[src/hub_cfg_pkg.sv]
`default_nettype none
// ==========================================================================
// Shared constants and carriers of the configuration loader
package hub_cfg_pkg;
	// ======================================================================
	// Image layout
	localparam logic [7:0] FMT_EXT      = 8'hD4;
	localparam logic [7:0] FMT_BLANK    = 8'hFF;
	localparam int         IMG_BYTES    = 24;
	localparam int         OFS_VID_LO   = 1;
	localparam int         OFS_VID_HI   = 2;
	localparam int         OFS_PID_LO   = 3;
	localparam int         OFS_PID_HI   = 4;
	localparam int         OFS_DID_HI   = 6;
	localparam int         OFS_OC       = 7;
	localparam int         OFS_MP_FS    = 8;
	localparam int         OFS_MP_HS    = 9;
	localparam int         OFS_HC_FS_BP = 12;
	localparam int         OFS_HC_HS_BP = 13;
	localparam int         OFS_HC_FS_SP = 14;
	localparam int         OFS_HC_HS_SP = 15;
	localparam int         OFS_PWR_ON   = 16;
	localparam int         OFS_LANGS    = 20;
	localparam int         OFS_LANG_ARR = 24;
	localparam int         OC_EN_POS    = 4;
	localparam int         OC_DIS_POS   = 0;
	// ======================================================================
	// Default image values
	localparam logic [7:0] DEF_OC       = 8'h88;
	localparam logic [7:0] DEF_MP_FS    = 8'h28;
	localparam logic [7:0] DEF_MP_HS    = 8'h57;
	localparam logic [7:0] DEF_HC_FS    = 8'h50;
	localparam logic [7:0] DEF_HC_HS_BP = 8'hAE;
	localparam logic [7:0] DEF_HC_HS_SP = 8'h64;
	localparam logic [7:0] DEF_PWR_ON   = 8'h32;
	// Identity defaults: value is arbitrary
	localparam logic [7:0] DEF_ID       = 8'h00;
	// ======================================================================
	// Serial memory commands
	localparam logic [7:0] CMD_READ     = 8'h03;
	localparam int         CMD_A8_POS   = 3;
	localparam logic [8:0] START_ADDR   = 9'h000;
	// ======================================================================
	// Timing
	localparam int         CLK_PERIOD_NS = 20;
	localparam int         SCK_PERIOD_NS = 1000;
	localparam int         SCK_HALF_CYC  = (SCK_PERIOD_NS + 2 * CLK_PERIOD_NS - 1)
	                                       / (2 * CLK_PERIOD_NS);
	// ======================================================================
	// Register offsets
	localparam logic [7:0] REG_STATUS   = 8'h00;
	localparam logic [7:0] REG_CTRL     = 8'h04;
	localparam logic [7:0] REG_ID       = 8'h08;
	localparam logic [7:0] REG_DEV      = 8'h0C;
	localparam logic [7:0] REG_POWER    = 8'h10;
	localparam logic [7:0] REG_TABLE    = 8'h14;
	localparam int         CTRL_TWO_POS = 0;
	localparam int         CTRL_RLD_POS = 1;
	// ======================================================================
	// Carriers
	typedef struct packed {
		logic        psel;
		logic        penable;
		logic        pwrite;
		logic [7:0]  paddr;
		logic [31:0] pwdata;
	} apb_req_s;
	typedef struct packed {
		logic [31:0] prdata;
		logic        pready;
		logic        pslverr;
	} apb_rsp_s;
	typedef struct packed {
		logic sck;
		logic cs_n;
		logic mosi;
	} spi_out_s;
	typedef struct packed {
		logic        hub_ready;
		logic        vendor_class;
		logic [15:0] vendor_id;
		logic [15:0] product_id;
		logic [7:0]  device_id_hi;
		logic [3:0]  enabled_port_oc_filter_ms;
		logic [3:0]  disabled_port_oc_filter_ms;
		logic [7:0]  upstream_current_demand;
		logic [7:0]  controller_current_draw;
		logic [7:0]  power_good_delay;
	} cfg_s;
	typedef logic [IMG_BYTES-1:0][7:0] img_t;
	localparam img_t IMG_DEFAULT = {
		{7{8'h00}}, DEF_PWR_ON, DEF_HC_HS_SP, DEF_HC_FS, DEF_HC_HS_BP, DEF_HC_FS,
		8'h00, 8'h00, DEF_MP_HS, DEF_MP_FS, DEF_OC, DEF_ID, 8'h00,
		DEF_ID, DEF_ID, DEF_ID, DEF_ID, 8'h00};
endpackage : hub_cfg_pkg
`default_nettype wire

[src/hub_eeprom_extended_config_load.sv]
`default_nettype none
// Operation
// RULE1: byte 0 D4 selects extended layout
// RULE2: identifiers from bytes 1-4 and 6
// RULE3: byte 7 nibbles give overcurrent filter times
// RULE4: byte 8 is full-speed current demand
// RULE5: byte 9 is high-speed current demand
// RULE6: bytes 10 and 11 programmed zero
// RULE7: bus-powered controller current, bytes 12/13
// RULE8: self-powered controller current, bytes 14/15
// RULE9: byte 16 is power-good delay
// RULE10: language array at 24, pointer arrays follow
// RULE11: blank memory gives vendor-class enumeration
// RULE12: two-byte or A8-in-instruction addressing
// RULE13: load finishes before hub answers
module hub_eeprom_extended_config_load #(
	parameter logic ADDR_TWO_BYTE = 1'b1
) (
	// Clock, reset, enable
	input  wire logic                 core_clk,
	input  wire logic                 rstn,
	input  wire logic                 ce,
	// Register bus
	input  wire hub_cfg_pkg::apb_req_s apb_req,
	output var  hub_cfg_pkg::apb_rsp_s apb_rsp,
	// Serial memory
	output var  hub_cfg_pkg::spi_out_s spi_out,
	input  wire logic                 spi_miso,
	// Operating conditions
	input  wire logic                 high_speed,
	input  wire logic                 self_powered,
	// Loaded descriptor values
	output var  hub_cfg_pkg::cfg_s     cfg
);
	// ======================================================================
	// State
	typedef enum logic [1:0] {ST_IDLE, ST_START, ST_XFER, ST_FINISH} ld_e;
	typedef struct packed {
		ld_e                   st;       // Loader phase
		logic [7:0]            div;      // Half-period counter of the serial clock
		logic [2:0]            bitc;     // Bit within byte
		logic [5:0]            bytec;    // Byte within frame
		logic [7:0]            rx;       // Receive shifter
		logic [7:0]            tx;       // Transmit shifter
		logic [7:0]            fmt;      // Captured format byte
		hub_cfg_pkg::img_t     img;      // Image, defaults until loaded
		logic                  two_byte; // Address format of the memory
		logic                  done;     // Load finished
		logic                  blank;    // Memory read blank
		logic                  fmt_ok;   // Extended format seen
		hub_cfg_pkg::apb_rsp_s rsp;
		hub_cfg_pkg::spi_out_s spi;
		hub_cfg_pkg::cfg_s     cfg;
	} state_s;

	state_s s_r;
	state_s s_nxt;

	// ======================================================================
	// Helpers
	// Header length: instruction plus one or two address bytes
	function automatic logic [5:0] hdr_len(input logic two);
		hdr_len = two ? 6'h03 : 6'h02;
	endfunction : hdr_len

	// Outgoing byte k of the frame; data phase sends zeros
	function automatic logic [7:0] hdr_byte(input logic [5:0] k, input logic two);
		logic [7:0] cmd;
		cmd = hub_cfg_pkg::CMD_READ;
		// RULE12: ninth address bit in instruction
		if (!two)
			cmd[hub_cfg_pkg::CMD_A8_POS] = hub_cfg_pkg::START_ADDR[8];
		if (k == 6'h00)
			hdr_byte = cmd;
		else if (k == 6'h01 && two)
			hdr_byte = {7'h00, hub_cfg_pkg::START_ADDR[8]};
		else if (k == hdr_len(two) - 6'h01)
			hdr_byte = hub_cfg_pkg::START_ADDR[7:0];
		else
			hdr_byte = 8'h00;
	endfunction : hdr_byte

	// Start of pointer array i (0 is the language array), n languages
	function automatic logic [15:0] arr_base(input logic [7:0] n, input logic [2:0] i);
		arr_base = 16'(hub_cfg_pkg::OFS_LANG_ARR) + 16'(2 * n * i);
	endfunction : arr_base

	// ======================================================================
	// Next-state logic
	always_comb begin
		logic [5:0] idx;
		logic [7:0] lc;
		idx   = 6'h00;
		lc    = s_r.img[hub_cfg_pkg::OFS_LANGS];
		s_nxt = s_r;

		// Loader sequence
		case (s_r.st)
			ST_IDLE: begin
			end
			ST_START: begin
				s_nxt.img      = hub_cfg_pkg::IMG_DEFAULT;
				s_nxt.fmt      = 8'h00;
				s_nxt.done     = 1'b0;
				s_nxt.blank    = 1'b0;
				s_nxt.fmt_ok   = 1'b0;
				s_nxt.div      = 8'h00;
				s_nxt.bitc     = 3'h0;
				s_nxt.bytec    = 6'h00;
				s_nxt.tx       = hdr_byte(6'h00, s_r.two_byte);
				s_nxt.spi.sck  = 1'b0;
				s_nxt.spi.cs_n = 1'b0;
				s_nxt.st       = ST_XFER;
			end
			ST_XFER: begin
				if (s_r.div == 8'(hub_cfg_pkg::SCK_HALF_CYC - 1)) begin
					s_nxt.div = 8'h00;
					if (!s_r.spi.sck) begin
						// Rising edge: sample the memory
						s_nxt.spi.sck = 1'b1;
						s_nxt.rx      = {s_r.rx[6:0], spi_miso};
					end else begin
						// Falling edge: advance the outgoing bit
						s_nxt.spi.sck = 1'b0;
						s_nxt.tx      = {s_r.tx[6:0], 1'b0};
						s_nxt.bitc    = s_r.bitc + 3'h1;
						if (s_r.bitc == 3'h7) begin
							if (s_r.bytec >= hdr_len(s_r.two_byte)) begin
								idx = s_r.bytec - hdr_len(s_r.two_byte);
								// RULE1: format byte gates layout
								if (idx == 6'h00)
									s_nxt.fmt = s_r.rx;
								else if (s_r.fmt == hub_cfg_pkg::FMT_EXT)
									s_nxt.img[idx[4:0]] = s_r.rx;
							end
							if (s_r.bytec == hdr_len(s_r.two_byte) +
							    6'(hub_cfg_pkg::IMG_BYTES - 1)) begin
								s_nxt.spi.cs_n = 1'b1;
								s_nxt.st       = ST_FINISH;
							end else begin
								s_nxt.bytec = s_r.bytec + 6'h01;
								s_nxt.tx    = hdr_byte(s_r.bytec + 6'h01, s_r.two_byte);
							end
						end
					end
				end else begin
					s_nxt.div = s_r.div + 8'h01;
				end
			end
			ST_FINISH: begin
				// RULE11: blank memory detected
				s_nxt.blank  = (s_r.fmt == hub_cfg_pkg::FMT_BLANK);
				s_nxt.fmt_ok = (s_r.fmt == hub_cfg_pkg::FMT_EXT);
				s_nxt.done   = 1'b1;
				s_nxt.st     = ST_IDLE;
			end
			default: begin
				s_nxt.st = ST_IDLE;
			end
		endcase
		s_nxt.spi.mosi = s_nxt.tx[7];

		// APB: answer one cycle into the access phase, capture read data at that edge
		s_nxt.rsp.pready  = apb_req.psel && apb_req.penable && !s_r.rsp.pready;
		s_nxt.rsp.pslverr = 1'b0;
		if (apb_req.psel && apb_req.penable && !s_r.rsp.pready) begin
			case (apb_req.paddr)
				hub_cfg_pkg::REG_STATUS:
					s_nxt.rsp.prdata = {28'h0000000, (s_r.st != ST_IDLE), s_r.fmt_ok,
					                    s_r.blank, s_r.done};
				hub_cfg_pkg::REG_CTRL:
					s_nxt.rsp.prdata = {31'h00000000, s_r.two_byte};
				hub_cfg_pkg::REG_ID:
					s_nxt.rsp.prdata = {s_r.cfg.product_id, s_r.cfg.vendor_id};
				hub_cfg_pkg::REG_DEV:
					s_nxt.rsp.prdata = {8'h00, s_r.cfg.power_good_delay,
					                    s_r.cfg.enabled_port_oc_filter_ms,
					                    s_r.cfg.disabled_port_oc_filter_ms,
					                    s_r.cfg.device_id_hi};
				hub_cfg_pkg::REG_POWER:
					s_nxt.rsp.prdata = {8'h00, lc, s_r.cfg.controller_current_draw,
					                    s_r.cfg.upstream_current_demand};
				// RULE10: language array and first pointer array
				hub_cfg_pkg::REG_TABLE:
					s_nxt.rsp.prdata = {arr_base(lc, 3'h1), arr_base(lc, 3'h0)};
				default: begin
					s_nxt.rsp.prdata  = 32'h00000000;
					s_nxt.rsp.pslverr = 1'b1;
				end
			endcase
		end
		// Write takes effect at the edge where pready is sampled high
		if (apb_req.psel && apb_req.penable && s_r.rsp.pready && apb_req.pwrite &&
		    apb_req.paddr == hub_cfg_pkg::REG_CTRL) begin
			s_nxt.two_byte = apb_req.pwdata[hub_cfg_pkg::CTRL_TWO_POS];
			// Reload only when idle, so a running frame is never restarted
			if (apb_req.pwdata[hub_cfg_pkg::CTRL_RLD_POS] && s_r.st == ST_IDLE)
				s_nxt.st = ST_START;
		end

		// Descriptor values, registered so the outputs come from flops
		// RULE2: identifier bytes, byte 5 unused
		s_nxt.cfg.vendor_id    = {s_r.img[hub_cfg_pkg::OFS_VID_HI],
		                          s_r.img[hub_cfg_pkg::OFS_VID_LO]};
		s_nxt.cfg.product_id   = {s_r.img[hub_cfg_pkg::OFS_PID_HI],
		                          s_r.img[hub_cfg_pkg::OFS_PID_LO]};
		s_nxt.cfg.device_id_hi = s_r.img[hub_cfg_pkg::OFS_DID_HI];
		// RULE3: filter time nibbles
		s_nxt.cfg.enabled_port_oc_filter_ms  =
			s_r.img[hub_cfg_pkg::OFS_OC][hub_cfg_pkg::OC_EN_POS +: 4];
		s_nxt.cfg.disabled_port_oc_filter_ms =
			s_r.img[hub_cfg_pkg::OFS_OC][hub_cfg_pkg::OC_DIS_POS +: 4];
		// RULE4: full-speed demand
		// RULE5: high-speed demand
		s_nxt.cfg.upstream_current_demand = high_speed ?
			s_r.img[hub_cfg_pkg::OFS_MP_HS] : s_r.img[hub_cfg_pkg::OFS_MP_FS];
		// RULE7: bus-powered current
		// RULE8: self-powered current
		if (self_powered)
			s_nxt.cfg.controller_current_draw = high_speed ?
				s_r.img[hub_cfg_pkg::OFS_HC_HS_SP] : s_r.img[hub_cfg_pkg::OFS_HC_FS_SP];
		else
			s_nxt.cfg.controller_current_draw = high_speed ?
				s_r.img[hub_cfg_pkg::OFS_HC_HS_BP] : s_r.img[hub_cfg_pkg::OFS_HC_FS_BP];
		// RULE9: power-good delay
		s_nxt.cfg.power_good_delay = s_r.img[hub_cfg_pkg::OFS_PWR_ON];
		// RULE13: hub answers only after the load
		s_nxt.cfg.hub_ready    = s_r.done && !s_r.blank && s_r.st == ST_IDLE;
		// RULE11: vendor class for programming
		s_nxt.cfg.vendor_class = s_r.done && s_r.blank && s_r.st == ST_IDLE;
	end

	// ======================================================================
	// State register; load starts straight after reset
	always_ff @(posedge core_clk or negedge rstn) begin
		if (!rstn) begin
			s_r          <= '0;
			s_r.st       <= ST_START;
			s_r.img      <= hub_cfg_pkg::IMG_DEFAULT;
			s_r.two_byte <= ADDR_TWO_BYTE;
			s_r.spi.cs_n <= 1'b1;
		end else if (ce) begin
			s_r <= s_nxt;
		end
	end

	// ======================================================================
	// Outputs
	assign apb_rsp = s_r.rsp;
	assign spi_out = s_r.spi;
	assign cfg     = s_r.cfg;
endmodule : hub_eeprom_extended_config_load
`default_nettype wire

[config.mk]
export PLATFORM = sky130hd
export DESIGN_NAME = hub_eeprom_extended_config_load
export DESIGN_NICKNAME = d
export VERILOG_FILES = /design/src/hub_cfg_pkg.sv /design/src/hub_eeprom_extended_config_load.sv
export SDC_FILE = /design/constraint.sdc
export NUM_CORES = 1
export LEC_CHECK = 0
export BUFFER_PORTS_ARGS = -buffer_cell sky130_fd_sc_hd__buf_4
export CAP_MARGIN = 20
export CORE_ASPECT_RATIO = 1.25
export CORE_MARGIN = 1.5
export CORE_UTILIZATION = 53
export CTS_CLUSTER_SIZE = 8
export DETAILED_ROUTE_END_ITERATION = 7
export PLACE_DENSITY = 0.82
export SLEW_MARGIN = 20
export SYNTH_ARGS = -nofsm -noshare
export SYNTH_HDL_FRONTEND = slang
export SYNTH_SLANG_ARGS = --single-unit
[constraint.sdc]
create_clock -name core_clk -period 2.59 [get_ports core_clk]
set_input_delay 0.3885 -clock core_clk [delete_from_list [all_inputs] [get_ports core_clk]]
set_output_delay 0.3885 -clock core_clk [all_outputs]
set_load 0.01 [all_outputs]
# Yosys cells after proc, flatten, opt, wreduce, memory -nomap -nowiden
# Index checks and enable logic that the tools add are counted.
dict set report word_totals {
  register_bits 349
  inputBits 49
  wordCells 156
}
dict set report classes {
  n_addsub 6
  magnitude_cmp 3
  n_eq_ne 22
  muxes 41
  n_bitwise 1
  reduce_logical 32
}
# cell n
set ops {}
lappend ops {{2-to-1 mux 208 bit} 2}
lappend ops {{one-hot mux 208 bit (2 select lines)} 1}
lappend ops {{2-to-1 mux 192 bit} 2}
lappend ops {{2-to-1 mux 225 bit} 1}
lappend ops {{2-to-1 mux 200 bit} 1}
lappend ops {{bitwise mux 192 bit} 1}
lappend ops {{one-hot mux 32 bit (6 select lines)} 1}
lappend ops {{2-to-1 mux 8 bit} 9}
lappend ops {{demux 8 bit (select 5 bit)} 1}
lappend ops {{one-hot mux 17 bit (2 select lines)} 1}
lappend ops {{equality test 8 x 5 -> 1 bit, second input constant} 3}
lappend ops {{!= test 2 bit, second input constant} 9}
lappend ops {{equality test 8 x 4 -> 1 bit, second input constant} 2}
lappend ops {{equality test 8 bit, second input constant} 2}
lappend ops {{2-to-1 mux 2 bit} 8}
lappend ops {{logical NOT 6 bit} 2}
lappend ops {{2-to-1 mux 6 bit} 2}
lappend ops {{AND reduction 6 bit} 2}
lappend ops {{logical AND 1 bit} 11}
lappend ops {{adder 5 x 9 -> 10 bit, first input constant} 1}
lappend ops {{2-to-1 mux 9 bit} 1}
lappend ops {{adder 8 x 1 -> 8 bit, second input constant} 1}
lappend ops {{equality test 8 x 3 -> 1 bit, second input constant} 1}
lappend ops {{logical NOT 8 bit} 1}
lappend ops {{25 further kinds} 39}

# Logic depth before layout (Yosys ltp)
dict set report logic_depth {
  word_depth 14
  mapped_depth 13
}

# Least setup slack after synthesis
# OpenSTA, ideal clock, no wires.
dict set report synth_path {
  kind {register to register}
  startpoint {register s_r[331] (netlist name)}
  endpoint {register s_r[234] (netlist name)}
  arrival_ps 2478
  t_required_ps 2469
  path_slack_ps -9
  stages_incl_launch_ff 13
  period_less_slack_ps 2599
  cell_sequence {dfrtp_1 -> inv_1 -> ha_1 -> inv_1 -> ha_1 -> clkbuf_1 -> nor2_1 -> a31oi_1 -> nand2_1 -> a211oi_4 -> buf_2 -> o22ai_1 -> a22o_1}
}
dict set report synth_between {
  elab_chain_cells 13
}
# element line
set synth_rtl {}
lappend synth_rtl {{start, declared} hub_eeprom_extended_config_load.sv:56} ;# state_s s_r;
lappend synth_rtl {{start signal, assigned} hub_eeprom_extended_config_load.sv:243} ;# s_r <= s_nxt;
lappend synth_rtl {{subtractor 6 bit} hub_eeprom_extended_config_load.sv:129} ;# idx = s_r.bytec - hdr_len(s_r.two_byte);
lappend synth_rtl {{less-than comparator 5 x 6 -> 1 bit (not written as such) / greater-or-equal comparator 5 x 1 -> 1 bit (equally long branches)} hub_eeprom_extended_config_load.sv:134} ;# s_nxt.img[idx[4:0]] = s_r.rx;
lappend synth_rtl {{logical AND 1 bit (not written as such)} hub_eeprom_extended_config_load.sv:134}
lappend synth_rtl {{2-to-1 mux 8 bit (not written as such)} hub_eeprom_extended_config_load.sv:134}
lappend synth_rtl {{demux 8 bit (select 5 bit)} hub_eeprom_extended_config_load.sv:134}
lappend synth_rtl {{bitwise mux 192 bit} hub_eeprom_extended_config_load.sv:134}
lappend synth_rtl {{2-to-1 mux 192 bit} hub_eeprom_extended_config_load.sv:133} ;# else if (s_r.fmt == hub_cfg_pkg::FMT_EXT)
lappend synth_rtl {{2-to-1 mux 192 bit} hub_eeprom_extended_config_load.sv:131} ;# if (idx == 6'h00)
lappend synth_rtl {{2-to-1 mux 200 bit} hub_eeprom_extended_config_load.sv:128} ;# if (s_r.bytec >= hdr_len(s_r.two_byte)) begin
lappend synth_rtl {{2-to-1 mux 208 bit} hub_eeprom_extended_config_load.sv:127} ;# if (s_r.bitc == 3'h7) begin
lappend synth_rtl {{2-to-1 mux 208 bit} hub_eeprom_extended_config_load.sv:118} ;# if (!s_r.spi.sck) begin
lappend synth_rtl {{2-to-1 mux 225 bit} hub_eeprom_extended_config_load.sv:116} ;# if (s_r.div == 8'(hub_cfg_pkg::SCK_HALF_CYC - 1)) begin
lappend synth_rtl {{one-hot mux 208 bit (2 select lines)} hub_eeprom_extended_config_load.sv:98} ;# case (s_r.st)
# Parallel ways exist; a longest one is shown, timed or not. The select of a mux whose other input is x is not followed.
# A chain may end at the register's enable or synchronous reset.

# Worst setup path after layout
dict set report layout_path {
  startpoint {register s_r[335] (netlist name)}
  endpoint {register s_r[179] (netlist name)}
}
# The elaborated chain is that of the path after synthesis.

==> flow_metrics.tcl <==
set metrics [dict create \
    status "complete, but fails checks" \
    violations "setup timing" \
    rsz0062_at_grt "yes" \
    cp_data_arrival_time_ns 3.03 \
    io_buffers 129 \
    synth-seq-cells 269 \
    finalHoldViolCount 0 \
    fin_crit_ns 2.59 \
    antennaDiodeCount 0 \
    syn_avg_cell_area_sq_um 11.4 \
    ant_nets 0 \
    finalWirelength_microns 34000 \
    wl_per_cell_microns 21.4 \
    cp-end-kind "register" \
    grt_max_degree 83 \
    reg2reg_setup_slack_ns -0.002 \
    finClkSkew_ns 0.0146 \
    maxSlewHeadroom 0.304 \
    power_leakage_nw 7.34 \
    drt_iter0_drc 740 \
    synthFlopType "dfrtp_1" \
    setup_violations 1 \
    cts_tree "yes" \
    fmax_mhz 386 \
    path_clk_slew_ns 0.05 \
    design.core.area_sq_um 23800 \
    tns_ns -0.00195 \
    post-place-ws_ns -0.177 \
    cap_violations 0 \
    syn_inst 1128 \
    synth_fp_nets 1191 \
    async_reset_ff_frac 1.00 \
    crit_chain "nor3_1 > nand3_1 > nor3b_2 > buf_4 > a2111oi_4 > buf_4 > and2_4 > buf_12 > a22o_1" \
    insertion_delay_ns 0.51 \
    power_density_nw_per_um2 605 \
    area_delta_synth_final_pct 19.7 \
    globalRouteTotalUtil 0.272 \
    peakVddDrop_v 0.000403 \
    synth-edff-count 0 \
    dp_hpwl_microns 22400 \
    cts_max_level 2 \
    crit_path_start_kind "register" \
    clockRootBuffer "clkbuf_16" \
    path_class "reg -> reg" \
    gp_congestion 0.889 \
    ys_seq_area_frac 0.526 \
    tightest_slew_ns 1.04 \
    synth.distinct_cells 61 \
    cpMostUsedCell "buf_4" \
    die_x_microns 142 \
    pin_count 160 \
    die_y_microns 177 \
    synth_warnings 0 \
    grt_pass1_wl_microns 53400 \
    fin_nets 1296 \
    drt-pass1-iter-count 5 \
    slowest_delay_ns 0.51 \
    antenna_found_initial 0 \
    drive_gt1_frac 0.342 \
    initial_core_util 0.540 \
    syn_area_sq_um 12900 \
    num_vias 9699 \
    cts_sinks 269 \
    seqCellArea_sq_um 6770 \
    vias_per_cell 6.11 \
    overflow 0 \
    rows 63 \
    maxSlewViolCount 0 \
    nFillCells 1682 \
    grt_pass1_vias 9772 \
    multi_input_area_sq_um 5070 \
    ctsLongestPathBuffers 3 \
    drc 0 \
    min_path_type "in -> reg" \
    dieArea_sq_um 25200 \
    cpMaxStageDelayCell "dfrtp_1" \
    fin_crit_sh 1.00 \
    setup_slack_ns -0.00195 \
    cts_made_buffers 39 \
    path_max_fanout 12 \
    required_ns 3.03 \
]
==> stage by stage <==
stage,instance area (sq um),std cells,hold WS [ns],total power (W),utilization
global route,15400,1587,0.105,0.00957,0.647
finish,15400,1587,0.113,0.00931,0.647
CTS,15300,1581,0.104,0.00934,0.642
global placement,14000,1500,0.404,0.00471,0.587
detailed placement,14000,1500,0.405,0.00472,0.587
floorplan,12900,1128,0.0929,0.00455,-
==> area by class of cell <==
cell class	count	area share
inverters	23	0.00561
repair buffers	237	0.127
multi-input cells	663	0.329
clock buffers	67	0.0702
flip-flops and latches	269	0.439
well taps	325	0.0264
clock inverters	3	0.00244
==> where the power goes <==
part	total, W	internal [W]	leakage, nW	switching [W]
logic	0.000345	0.000134	3.20	0.000211
registers	0.00432	0.00427	3.61	0.0000470
clock network	0.00464	0.00282	0.531	0.00182
==> sequential cells by signal, summed over array words and instances (netlist names) <==
| register | count |
|---|---|
| s_r | 103 |
| apb_rsp | 34 |
| spi_out | 2 |
| s_nxt | 56 |
| cfg | 74 |
==> placed cells by master, fill, tap and decap left out, drive strengths merged, types with 12 or more instances in the layout <==
cell type / count
and2: 13
nor2: 47
dfrtp: 242
nand2: 78
nand2b: 12
nor3: 13
buf: 236
clkbuf: 67
inv: 22
a21oi: 49
o22ai: 26
mux2i: 16
mux2: 75
dfstp: 27
o2bb2ai: 13
ha: 14
o21ai: 58
a21o: 13
a22o: 126
==> worst max-delay path: cells and delay by family (launching register included) <==
| family | cells | cell delay [ns] |
|---|---|---|
| AOI/OAI and AO/OA | 2 | 0.55 |
| buffers and inverters | 3 | 0.53 |
| DFF | 1 | 0.51 |
| and+or+nand+nor | 4 | 0.94 |
==> per-layer routing <==
metal,global-route usage,part of all wire,vias up,wire length (microns)
met5,0,0,-,0
met4,0.134,0.048,0,1620
met3,0.0422,0.065,125,2210
met2,0.464,0.50,439,17200
met1,0.336,0.38,4900,13000
li1,-,-,4235,-
==> logic make-up after synthesis <==
group | after synthesis | share of synthesized area
AND/OR/NAND/NOR | 219 | 0.0869
adder cells (fa/ha/maj) | 14 | 0.0136
AO/OA/AOI/OAI | 317 | 0.179
flip-flops | 269 | 0.526
multiplexers | 99 | 0.0921
XOR/XNOR | 14 | 0.00953
buffers and inverters | 196 | 0.0932
==> timing repair <==
action                                  4_1_cts  5_1_grt
endpoints found under the hold margin        76        0
hold buffers                                  1        0
buffers inserted                              8        6
gates cloned                                  2        0
resized for setup                            22       16
pin swaps                                     4        5
endpoints found under the setup margin       95      116
==> cell usage after synthesis (14+ instances only) <==
cell type	count	share of area
dfrtp_1	242	0.47
a22o_1	126	0.086
buf_4	120	0.070
nand2_1	77	0.022
mux2_2	74	0.065
a21oi_1	49	0.019
nor2_1	46	0.013
clkbuf_1	43	0.013
o21ai_0	36	0.014
dfstp_2	27	0.055
o22ai_1	24	0.012
inv_1	22	0.0064
o21ai_1	22	0.0086
mux2i_1	16	0.012
ha_1	14	0.014
==> worst paths after layout <==
check,startpoint,to,cells after the start
max,s_r[335],s_r[179],9
max in group asynchronous,rstn,s_r[348],3
max reg2reg,s_r[335],s_r[179],9
min in group asynchronous,rstn,apb_rsp[13],2
min,apb_req[0],s_r[114],2
min reg2reg,apb_rsp[3],apb_rsp[3],2
(Power assumes the default switching activity.)
